## src/rtl/irq_pkg.sv

```systemverilog
// Package with command codes, bit positions and timing constants.
package irq_pkg;
  localparam int          DATA_W         = 16;
  localparam logic [7:0]  CMD_STAT_RD    = 8'h24;
  localparam logic [7:0]  CMD_STAT_WR    = 8'hA4;
  localparam logic [7:0]  CMD_MASK_RD    = 8'h25;
  localparam logic [7:0]  CMD_MASK_WR    = 8'hA5;
  localparam logic [7:0]  CMD_CFG_RD     = 8'h20;
  localparam logic [7:0]  CMD_CFG_WR     = 8'hA0;
  localparam logic [7:0]  CMD_CNT_RD     = 8'h22;
  localparam logic [7:0]  CMD_CNT_WR     = 8'hA2;
  localparam logic [15:0] CLEAR_ALL      = 16'h00FF;
  localparam int          BIT_FRAME_ISO  = 0;
  localparam int          BIT_ASYNC      = 1;
  localparam int          BIT_XFER_DONE  = 2;
  localparam int          BIT_OP_REG     = 4;
  localparam int          BIT_SUSPENDED  = 5;
  localparam int          BIT_CLK_READY  = 6;
  localparam logic [15:0] EVENT_BITS     = 16'h0077;
  localparam logic [15:0] STAT_RESET     = 16'h0000;
  localparam logic [15:0] MASK_RESET     = 16'h0000;
  localparam logic [15:0] CFG_RESET      = 16'h0000;
  localparam int          CFG_PIN_EN     = 0;
  localparam int          CFG_EDGE       = 1;
  localparam int          CFG_POL_HIGH   = 2;
  localparam logic [15:0] CFG_BITS       = 16'h0007;
  localparam int          CLK_MHZ        = 50;
  localparam int          CLKRDY_MAX_US  = 1000;
  localparam int          CLKRDY_TYP_US  = 160;
  localparam int          CLKRDY_TYP_CYC = CLKRDY_TYP_US * CLK_MHZ;
  localparam int          CLKRDY_MAX_CYC = CLKRDY_MAX_US * CLK_MHZ;
  localparam int          PULSE_CYC      = 2;
endpackage

```

## src/rtl/proc_bus_if.sv

```systemverilog
// Interface joining the processor end and the interrupt-status end.
`timescale 1ns/1ps
interface proc_bus_if;
  import irq_pkg::*;
  logic              cmd_valid;
  logic              cmd_write;
  logic [7:0]        cmd_code;
  logic [DATA_W-1:0] wr_data;
  logic [DATA_W-1:0] rd_data;
  logic              rd_valid;
  logic              host_irq_pin;
  modport dev  (input cmd_valid, cmd_write, cmd_code, wr_data,
                output rd_data, rd_valid, host_irq_pin);
  modport proc (output cmd_valid, cmd_write, cmd_code, wr_data,
                input rd_data, rd_valid, host_irq_pin);
endinterface

```

## src/rtl/edge_sync.sv

```systemverilog
// Two-stage synchroniser with a rising-edge pulse output.
`timescale 1ns/1ps
module edge_sync (
  input  wire logic clk,
  input  wire logic rst_b,
  input  wire logic din,
  output logic      rise
);
  logic s1_r;
  logic s2_r;
  logic s3_r;

  always_ff @(posedge clk) begin
    if (!rst_b) begin
      s1_r <= 1'b0;
      s2_r <= 1'b0;
      s3_r <= 1'b0;
    end else begin
      s1_r <= din;
      s2_r <= s1_r;
      s3_r <= s2_r;
    end
  end

  assign rise = s2_r & ~s3_r;
endmodule

```

## src/rtl/host_proc_irq_status.sv

```systemverilog
// Event status, mask and interrupt pin logic of the host-controller side.
`timescale 1ns/1ps
module host_proc_irq_status
  import irq_pkg::*;
#(
  parameter int CLKRDY_CYC = CLKRDY_TYP_CYC
) (
  input  wire logic  clk,
  input  wire logic  rst_b,
  proc_bus_if.dev    bus,
  input  wire logic  wakeup_sent,
  input  wire logic  suspended_in,
  input  wire logic  op_reg_event,
  input  wire logic  ext_eot,
  input  wire logic  byte_xfer,
  input  wire logic  async_ready,
  input  wire logic  sof_tick
);
  // ==========================================================
  // Event inputs wakeup_sent, suspended_in and ext_eot pass two flip-flops first.
  localparam int N_ASYNC = 3;

  logic [N_ASYNC-1:0] async_in;
  logic [N_ASYNC-1:0] async_rise;
  logic               ext_eot_rise;
  logic               susp_rise;
  logic               wake_rise;

  assign async_in     = {wakeup_sent, suspended_in, ext_eot};
  assign ext_eot_rise = async_rise[0];
  assign susp_rise    = async_rise[1];
  assign wake_rise    = async_rise[2];

  for (genvar g = 0; g < N_ASYNC; g++) begin : g_sync
    edge_sync u_sync (
      .clk   (clk),
      .rst_b (rst_b),
      .din   (async_in[g]),
      .rise  (async_rise[g])
    );
  end

  // ==========================================================
  // Register decode.
  logic [DATA_W-1:0] stat_r;
  logic [DATA_W-1:0] stat_nxt;
  logic [DATA_W-1:0] mask_r;
  logic [DATA_W-1:0] cfg_r;
  logic [DATA_W-1:0] cnt_r;
  logic [DATA_W-1:0] done_r;
  logic [31:0]       wait_r;
  logic              waiting_r;
  logic [DATA_W-1:0] rd_data_r;
  logic              rd_valid_r;
  logic              pin_r;
  logic              req_d_r;
  logic [1:0]        pulse_r;

  wire wr       = bus.cmd_valid & bus.cmd_write;
  wire rd       = bus.cmd_valid & ~bus.cmd_write;
  wire stat_wr  = wr & (bus.cmd_code == CMD_STAT_WR);
  wire mask_wr  = wr & (bus.cmd_code == CMD_MASK_WR);
  wire cfg_wr   = wr & (bus.cmd_code == CMD_CFG_WR);
  wire cnt_wr   = wr & (bus.cmd_code == CMD_CNT_WR);

  logic [DATA_W-1:0] rd_mux;
  always_comb begin
    case (bus.cmd_code)
      CMD_STAT_RD: rd_mux = stat_r;
      CMD_MASK_RD: rd_mux = mask_r;
      CMD_CFG_RD:  rd_mux = cfg_r;
      CMD_CNT_RD:  rd_mux = cnt_r;
      default:     rd_mux = '0;
    endcase
  end

  // ==========================================================
  // Clock-ready wait after wake-up.
  wire clk_ready_evt = waiting_r & (wait_r == 32'(CLKRDY_CYC - 1));

  always_ff @(posedge clk) begin
    if (!rst_b) begin
      waiting_r <= 1'b0;
      wait_r    <= '0;
    end else if (wake_rise) begin
      waiting_r <= 1'b1;
      wait_r    <= '0;
    end else if (clk_ready_evt) begin
      waiting_r <= 1'b0;
    end else if (waiting_r) begin
      wait_r    <= wait_r + 32'd1;
    end
  end

  // ==========================================================
  // Byte counting produces the internal end-of-transfer.
  wire int_eot = byte_xfer & (cnt_r != '0) &
                 (done_r + 16'd1 == cnt_r);

  always_ff @(posedge clk) begin
    if (!rst_b) begin
      cnt_r  <= '0;
      done_r <= '0;
    end else if (cnt_wr) begin
      cnt_r  <= bus.wr_data;
      done_r <= '0;
    end else if (int_eot) begin
      done_r <= '0;
    end else if (byte_xfer) begin
      done_r <= done_r + 16'd1;
    end
  end

  // ==========================================================
  // Sticky flags: set wins over clear.
  logic [DATA_W-1:0] set_vec;
  always_comb begin
    set_vec = '0;
    set_vec[BIT_FRAME_ISO] = sof_tick;
    set_vec[BIT_ASYNC]     = async_ready;
    set_vec[BIT_XFER_DONE] = int_eot | ext_eot_rise;
    set_vec[BIT_OP_REG]    = op_reg_event;
    set_vec[BIT_SUSPENDED] = susp_rise;
    set_vec[BIT_CLK_READY] = clk_ready_evt;
  end

  wire [DATA_W-1:0] clr_vec = stat_wr ? bus.wr_data : '0;
  assign stat_nxt = ((stat_r & ~clr_vec) | set_vec) & EVENT_BITS;

  // ==========================================================
  // Interrupt request and pin signalling.
  wire req  = |(stat_r & mask_r) & cfg_r[CFG_PIN_EN];
  wire edge_mode = cfg_r[CFG_EDGE];
  wire assert_now = edge_mode ? (pulse_r != 2'd0) : req;
  wire pin_nxt = cfg_r[CFG_POL_HIGH] ? assert_now : ~assert_now;

  always_ff @(posedge clk) begin
    if (!rst_b) begin
      pulse_r <= '0;
      req_d_r <= 1'b0;
    end else begin
      req_d_r <= req;
      if (req & ~req_d_r)
        pulse_r <= 2'(PULSE_CYC);
      else if (pulse_r != 2'd0)
        pulse_r <= pulse_r - 2'd1;
    end
  end

  // ==========================================================
  // Registers written over the bus.
  always_ff @(posedge clk) begin
    if (!rst_b) begin
      stat_r <= STAT_RESET;
      mask_r <= MASK_RESET;
      cfg_r  <= CFG_RESET;
    end else begin
      stat_r <= stat_nxt;
      if (mask_wr)
        mask_r <= bus.wr_data & EVENT_BITS;
      if (cfg_wr)
        cfg_r  <= bus.wr_data & CFG_BITS;
    end
  end

  // ==========================================================
  // Read answer: data stands for one cycle and is zero otherwise.
  always_ff @(posedge clk) begin
    if (!rst_b) begin
      rd_data_r  <= '0;
      rd_valid_r <= 1'b0;
    end else begin
      rd_data_r  <= rd ? rd_mux : '0;
      rd_valid_r <= rd;
    end
  end

  // The pin starts at the idle level of the reset polarity.
  always_ff @(posedge clk) begin
    if (!rst_b)
      pin_r <= ~CFG_RESET[CFG_POL_HIGH];
    else
      pin_r <= pin_nxt;
  end

  assign bus.rd_data      = rd_data_r;
  assign bus.rd_valid     = rd_valid_r;
  assign bus.host_irq_pin = pin_r;
endmodule

```

## src/flat_wrapper.sv

```systemverilog
// flat-port wrapper written by rule: the top's interface ports become plain ports
module host_proc_irq_status_flat import irq_pkg::*;
#(
  parameter int CLKRDY_CYC = CLKRDY_TYP_CYC
)
  (clk, rst_b, wakeup_sent, suspended_in, op_reg_event, ext_eot, byte_xfer, async_ready, sof_tick, bus_cmd_valid, bus_cmd_write, bus_cmd_code, bus_wr_data, bus_rd_data, bus_rd_valid, bus_host_irq_pin);
  proc_bus_if bus_i ();
  input  wire logic clk;
  input  wire logic rst_b;
  input  wire logic wakeup_sent;
  input  wire logic suspended_in;
  input  wire logic op_reg_event;
  input  wire logic ext_eot;
  input  wire logic byte_xfer;
  input  wire logic async_ready;
  input  wire logic sof_tick;
  input wire logic [$bits(bus_i.cmd_valid)-1:0] bus_cmd_valid;
  input wire logic [$bits(bus_i.cmd_write)-1:0] bus_cmd_write;
  input wire logic [$bits(bus_i.cmd_code)-1:0] bus_cmd_code;
  input wire logic [$bits(bus_i.wr_data)-1:0] bus_wr_data;
  output wire logic [$bits(bus_i.rd_data)-1:0] bus_rd_data;
  output wire logic [$bits(bus_i.rd_valid)-1:0] bus_rd_valid;
  output wire logic [$bits(bus_i.host_irq_pin)-1:0] bus_host_irq_pin;
  assign bus_i.cmd_valid = bus_cmd_valid;
  assign bus_i.cmd_write = bus_cmd_write;
  assign bus_i.cmd_code = bus_cmd_code;
  assign bus_i.wr_data = bus_wr_data;
  assign bus_rd_data = bus_i.rd_data;
  assign bus_rd_valid = bus_i.rd_valid;
  assign bus_host_irq_pin = bus_i.host_irq_pin;
  host_proc_irq_status #(.CLKRDY_CYC(CLKRDY_CYC)) u_core (.clk(clk), .rst_b(rst_b), .bus(bus_i), .wakeup_sent(wakeup_sent), .suspended_in(suspended_in), .op_reg_event(op_reg_event), .ext_eot(ext_eot), .byte_xfer(byte_xfer), .async_ready(async_ready), .sof_tick(sof_tick));
endmodule
```

## config.mk

```make
export PLATFORM = sky130hd
export DESIGN_NAME = host_proc_irq_status_flat
export DESIGN_NICKNAME = d
export VERILOG_FILES = /design/src/rtl/irq_pkg.sv /design/src/rtl/proc_bus_if.sv /design/src/rtl/edge_sync.sv /design/src/rtl/host_proc_irq_status.sv /design/src/flat_wrapper.sv
export SDC_FILE = /design/constraint.sdc
export NUM_CORES = 1
export LEC_CHECK = 0
export ABC_AREA = 0
export BUFFER_PORTS_ARGS = -buffer_cell sky130_fd_sc_hd__buf_2
export CORE_MARGIN = 5
export CORE_UTILIZATION = 45
export CTS_CLUSTER_DIAMETER = 40
export DETAILED_ROUTE_END_ITERATION = 8
export PLACE_DENSITY = 0.73
export SYNTH_ARGS = -nofsm -noshare
export SYNTH_HDL_FRONTEND = slang
export SYNTH_HIERARCHICAL = 1
export SYNTH_SLANG_ARGS = --single-unit
```

## constraint.sdc

```tcl
create_clock -name clk -period 2.2 [get_ports clk]
set_input_delay 0.44 -clock clk [delete_from_list [all_inputs] [get_ports clk]]
set_output_delay 0.44 -clock clk [all_outputs]
set_load 0.01 [all_outputs]
```

* Yosys cells after proc, flatten, opt, wreduce, memory -nomap -nowiden
Index checks and enable logic that the tools add are counted.
** Cells by class
- Bitwise logic cells :: 27
- Multiplexer cells :: 8
- Add/sub/neg operators :: 3
- Reductions and logical operators :: 10
- Equality and inequality tests :: 10
** Operators by type and width (number)
- 16-bit case mux with 4 select lines :: 1
- 32-bit by 1-bit adder with 32-bit output, second input constant :: 1
- 32-bit by 13-bit == test with 1-bit output, second input constant :: 1
- 8-bit by 6-bit == test with 1-bit output, second input constant :: 4
- 8-bit == test, second input constant :: 4
- 16-bit by 1-bit adder with 16-bit output, second input constant :: 1
- 16-bit == test :: 1
- 16-bit nonzero test :: 1
- 16-bit OR reduction :: 1
- 1-bit bitwise AND :: 14
- 7-bit bitwise AND :: 2
- 1-bit NOT :: 8
- 7-bit two-way mux :: 1
- 7-bit NOT :: 1
- 7-bit bitwise OR :: 1
- 2-bit nonzero test :: 3
- 1-bit two-way mux :: 4
- 2-bit two-way mux :: 2
- 2-bit AND reduction :: 2
- 2-bit OR reduction :: 2
- 3-bit OR reduction :: 1
- 2-bit by 1-bit subtractor with 2-bit output, second input constant :: 1
- 1-bit bitwise OR :: 1
** Storage, ports and cells
- Output and inout bits :: 18
- Bits of input ports :: 35
- Logic and storage cells :: 80
- Flip-flop bits (word level) :: 110

* Depth between registers and ports, before layout
- Word-level depth :: 6
- Gate-level depth with buffers :: 10
- Depth with buffers taken out :: 7

* By module
Netlist, hierarchy kept.
** Modules (own cells, without submodules)
- host_proc_irq_status :: area an instance 4833.4 um2, times used 1, seq. area each 2021.9 um2, cells an instance 568
- edge_sync :: area an instance 92.6 um2, times used 3, seq. area each 60.1 um2, cells an instance 7

* Worst setup path before layout
No wires, ideal clock.
- Path type :: flip-flop to flip-flop
- From :: register u_core.done_r[0]
- To :: register u_core.done_r[10]
- Cell stages (with the launch flop) :: 9
- Required time :: 2.077 ns
- Setup slack :: 0.102 ns
- Library setup time :: 0.123 ns
- Arrival :: 1.975 ns
- Period minus slack after synthesis :: 2.098 ns
- Path buffers :: 1
- Path through :: dfxtp_1 ha_1 and3_1 and3_1 o221a_2 o2111ai_1 nor3_4 buf_6 nor3_1
** On the way
- Longest elaborated chain between the ends :: 4
** RTL lines
- from (decl) :: line host_proc_irq_status.sv:50 : logic [DATA_W-1:0] done_r;
- from (signal assigned) :: line host_proc_irq_status.sv:110 : done_r <= done_r + 16'd1;
- 16-bit by 1-bit adder with 16-bit output * :: line host_proc_irq_status.sv:98, host_proc_irq_status.sv:110
- 16-bit == test :: line host_proc_irq_status.sv:98 : (done_r + 16'd1 == cnt_r);
- 1-bit bitwise AND :: line host_proc_irq_status.sv:97 : wire int_eot = byte_xfer & (cnt_r != '0) &
- 3-bit OR reduction (no line)
Mark *: on every way between the ends. The rest lies on a longest branch, timed or not.
A chain may end at the register's enable or synchronous reset.

* Worst setup path in the final report
- From :: register u_core.done_r[0]
- To :: register u_core.done_r[0]
Same word-level chain as after synthesis.

==> metrics.log <==
INFO  metric run_status = completed
INFO  metric pins_over_their_slew_limit = 0
INFO  metric clkLatencyLatePin = 0.34 ns
INFO  metric static-leakage-power = 2.289 nW
INFO  metric critical_path_rt = 2.43 ns
INFO  metric data_arrival_time_at_the_worst_slack_endpoint = 2.37 ns
INFO  metric synthFlopType = sky130_fd_sc_hd__dfxtp_1
INFO  metric worst_setup_path_start_kind = flip-flop
INFO  metric synth.distinct_cells = 60
INFO  metric wire_length_of_the_first_global_routing_pass = 19750 um
INFO  metric worstSetupEndpointType = flip-flop
INFO  metric postRouteAntennaNets = 0
INFO  metric mappedNetlistNets = 626
INFO  metric final.fill_count = 997
INFO  metric worst_setup_hold_path_clk_slew = 0.07 ns
INFO  metric diodes = 0
INFO  metric die_x = 116.6 um
INFO  metric clock_sinks = 110
INFO  metric wire_per_inst = 14.87 um
INFO  metric synthesis.instances = 589
INFO  metric ys.warnings.count = 6
INFO  metric viasPerCell = 5.544
INFO  metric clockRootBuffer = sky130_fd_sc_hd__clkbuf_16
INFO  metric dr.first_iter.drc_count = 389
INFO  metric grt_pass1_vias = 4249
INFO  metric synth_enable_flop_cells = 0
INFO  metric synthesis.area_per_instance = 8.678 sq um
INFO  metric design.die.area = 13590 sq um
INFO  metric number_of_cell_instances_on_the_worst_register_to_register_path = 9
INFO  metric drive_gt1_share = 20.33%
INFO  metric synth_seq_area_share = 43.08%
INFO  metric cts_tree = built
INFO  metric worst_ir_drop_vdd = 0.5424 mV
INFO  metric die_y = 116.6 um
INFO  metric total_routed_length = 11930 um
INFO  metric max_slew.worst_pin.slew = 0.5014 ns
INFO  metric report.final.hold_viol_count = 0
INFO  metric gr-total-overflow = 0
INFO  metric whs_path_depth = 2
INFO  metric max_slew_margin = 66.57%
INFO  metric post-route-min-period = 2.141 ns
INFO  metric htree_num_levels = 3
INFO  metric numCtsBuffers = 9
INFO  metric final_core_utilization = 53.12%
INFO  metric final_cell_area = 5988 sq um
INFO  metric placed_instance_area = 5640 sq um
INFO  metric timing.final.setup_violations = 0
INFO  metric floorplan.core_area = 11270 sq um
INFO  metric worst_path_fanout_max = 5
INFO  metric overall_power_consumption = 0.003845 W
INFO  metric row_count = 39
INFO  metric finClkSkew = 0.006986 ns
INFO  metric area_used_by_multi_input_combinational_logic = 2719 sq um
INFO  metric layout.nets = 691
INFO  metric hold_class = in2reg
INFO  metric syn_area = 5111 sq um
INFO  metric effective_utilization_at_floorplan = 45.34%
INFO  metric grt_antenna_before_repair = 0
INFO  metric cap_violations = 0
INFO  metric firstDrtPassIters = 5
INFO  metric layout-area-overhead-vs-synth = 17.16%
INFO  metric drc_violations_left = 0
INFO  metric detailroute.via_count = 4446
INFO  metric fin_tns_setup = 0 ns
INFO  metric timing.final.crit_share = 97.31%
INFO  metric pin_count = 53
INFO  metric seq_area = 2206 sq um
INFO  metric clockBufferDepth = 2
INFO  metric grt_use_total = 17.69%
INFO  metric power.density = 642.1 nW/um^2
INFO  metric place.port_buffers = 52
INFO  metric maxClockFrequency = 467.1 MHz
INFO  metric synth.ff_latch_count = 110
INFO  metric critPathKind = reg2reg
INFO  metric grt_start_max_net_pins = 20
INFO  metric detailedPlacementHpwl = 8700 um
INFO  metric async_reset_ff_share = 0%
INFO  metric placer_congestion_estimate = 0.8979
==> cell usage after synthesis, types with 2 or more instances <==
cell type / n / area, sq um
sky130_fd_sc_hd__nor3b_1: 4 / 30.03
sky130_fd_sc_hd__mux2_2: 3 / 33.78
sky130_fd_sc_hd__nand3_1: 23 / 115.1
sky130_fd_sc_hd__nor3_2: 4 / 40.04
sky130_fd_sc_hd__buf_6: 4 / 45.04
sky130_fd_sc_hd__nor2b_4: 3 / 41.29
sky130_fd_sc_hd__a21oi_1: 33 / 165.2
sky130_fd_sc_hd__mux2i_1: 12 / 120.1
sky130_fd_sc_hd__nand2_1: 71 / 266.5
sky130_fd_sc_hd__nor2_1: 61 / 229.0
sky130_fd_sc_hd__o2111ai_1: 3 / 26.28
sky130_fd_sc_hd__nand4_1: 19 / 118.9
sky130_fd_sc_hd__xor2_1: 31 / 271.5
sky130_fd_sc_hd__nor3_1: 14 / 70.07
sky130_fd_sc_hd__clkbuf_2: 3 / 15.01
sky130_fd_sc_hd__or3_1: 4 / 25.02
sky130_fd_sc_hd__inv_1: 8 / 30.03
sky130_fd_sc_hd__or2_2: 2 / 12.51
sky130_fd_sc_hd__ha_1: 2 / 25.02
sky130_fd_sc_hd__clkbuf_1: 16 / 60.06
sky130_fd_sc_hd__xnor2_1: 27 / 236.5
sky130_fd_sc_hd__a222oi_1: 3 / 30.03
sky130_fd_sc_hd__o211ai_1: 4 / 30.03
sky130_fd_sc_hd__and4_1: 8 / 70.07
sky130_fd_sc_hd__dfxtp_1: 110 / 2202
sky130_fd_sc_hd__nor4_1: 17 / 106.4
sky130_fd_sc_hd__buf_1: 4 / 15.01
sky130_fd_sc_hd__or4_1: 7 / 52.55
sky130_fd_sc_hd__a31oi_1: 3 / 18.77
sky130_fd_sc_hd__and2_1: 13 / 81.33
sky130_fd_sc_hd__a22oi_1: 6 / 45.04
sky130_fd_sc_hd__buf_4: 3 / 22.52
sky130_fd_sc_hd__nand2b_1: 2 / 12.51
sky130_fd_sc_hd__buf_2: 6 / 30.03
sky130_fd_sc_hd__and3_1: 25 / 156.4
sky130_fd_sc_hd__o21ai_0: 7 / 35.03
==> worst max-delay path, stage by stage (launching register included) <==
cell	delay, ns
sky130_fd_sc_hd__dfxtp_1	0.35
sky130_fd_sc_hd__ha_1	0.19
sky130_fd_sc_hd__nand3_1	0.17
sky130_fd_sc_hd__nor2_4	0.21
sky130_fd_sc_hd__buf_4	0.17
sky130_fd_sc_hd__a311oi_1	0.11
sky130_fd_sc_hd__o221ai_2	0.31
sky130_fd_sc_hd__nor3_4	0.07
sky130_fd_sc_hd__buf_4	0.16
sky130_fd_sc_hd__nor4_1	0.29
==> state kept, by name (all words and copies together) (netlist names) <==
name	flops
u_core/pulse_r	2
u_core/done_r	16
u_core/mask_r	6
u_core/cfg_r	3
u_core/bus.rd_valid	1
u_core/bus.rd_data	16
u_core/g_sync.u_sync/s1_r	3
u_core/stat_r	6
u_core/g_sync.u_sync/s3_r	3
u_core/bus.host_irq_pin	1
u_core/cnt_r	16
u_core/waiting_r	1
u_core/wait_r	32
u_core/req_d_r	1
u_core/g_sync.u_sync/s2_r	3
==> through the flow <==
| stage | setup WS, ns | cells | hold WS [ns] |
|---|---|---|---|
| finish | 0.05925 | 802 | 0.2982 |
| global route | -0.01890 | 802 | 0.2856 |
| CTS | 0.03101 | 801 | 0.2898 |
| detailed placement | 0.01165 | 785 | 0.4144 |
| global placement | 0.1463 | 785 | 0.4118 |
| floorplan | 0.1021 | 589 | 0.4057 |
==> power by group <==
| part | internal (W) | switching [W] |
|---|---|---|
| Combinational | 0.0000715 | 0.0000937 |
| Clock | 0.000904 | 0.000753 |
| Sequential | 0.00201 | 0.0000141 |
==> routing by layer <==
layer / track usage (%) / wire length (um)
met1: 22.45 / 5182
met5: 0 / 0
met2: 29.48 / 5903
met3: 4.249 / 612
met4: 6.116 / 229
==> kinds of logic after synthesis <==
logic type | Yosys count | synth area share, %
and+or+nand+nor | 290 | 30.33
DFF | 110 | 43.08
AOI/OAI and AO/OA | 70 | 8.886
xor gates and xnor gates | 58 | 9.939
buffers and inverters | 44 | 4.259
muxes | 15 | 3.011
adders and majority gates | 2 | 0.4895
==> worst paths after layout <==
kind | from | end | slack (ns)
worst max register to register | u_core/done_r[0] | u_core/done_r[0] | 0.06
worst min register to register | u_core/g_sync[2].u_sync/s1_r | u_core/g_sync[2].u_sync/s2_r | 0.43
worst min-delay path | suspended_in | u_core/g_sync[1].u_sync/s1_r | 0.30
worst max-delay path | u_core/done_r[0] | u_core/done_r[0] | 0.06
==> cells in the final DEF, fill, tap and decap left out, types with 6 or more instances in the layout <==
cell,count
sky130_fd_sc_hd__nor4_1,16
sky130_fd_sc_hd__nand2_1,71
sky130_fd_sc_hd__dfxtp_1,107
sky130_fd_sc_hd__mux2i_1,12
sky130_fd_sc_hd__or4_1,6
sky130_fd_sc_hd__inv_1,8
sky130_fd_sc_hd__and3_1,25
sky130_fd_sc_hd__o21ai_0,7
sky130_fd_sc_hd__buf_2,52
sky130_fd_sc_hd__nor3_1,14
sky130_fd_sc_hd__nor2_1,61
sky130_fd_sc_hd__and4_1,8
sky130_fd_sc_hd__buf_4,37
sky130_fd_sc_hd__clkbuf_16,9
sky130_fd_sc_hd__a22oi_1,6
sky130_fd_sc_hd__nand3_1,23
sky130_fd_sc_hd__nand4_1,19
sky130_fd_sc_hd__and2_1,13
sky130_fd_sc_hd__xor2_1,31
sky130_fd_sc_hd__a21oi_1,33
sky130_fd_sc_hd__xnor2_1,27
==> timing repair <==
action	CTS	global route
pin swaps	0	2
setup endpoints to repair	13	32
resized for setup	2	7
hold buffers	0	0
setup buffers	0	1
==> cell type report <==
cell class                      count  area share [%]
Tap cell                          143           2.988
Multi-Input combinational cell    435           45.40
Clock buffer                       10           3.824
Clock inverter                      6           1.275
Sequential cell                   110           36.84
Timing Repair Buffer               90           9.173
Inverter                            8          0.5015
Note: power is estimated with default switching activity, not from simulation.
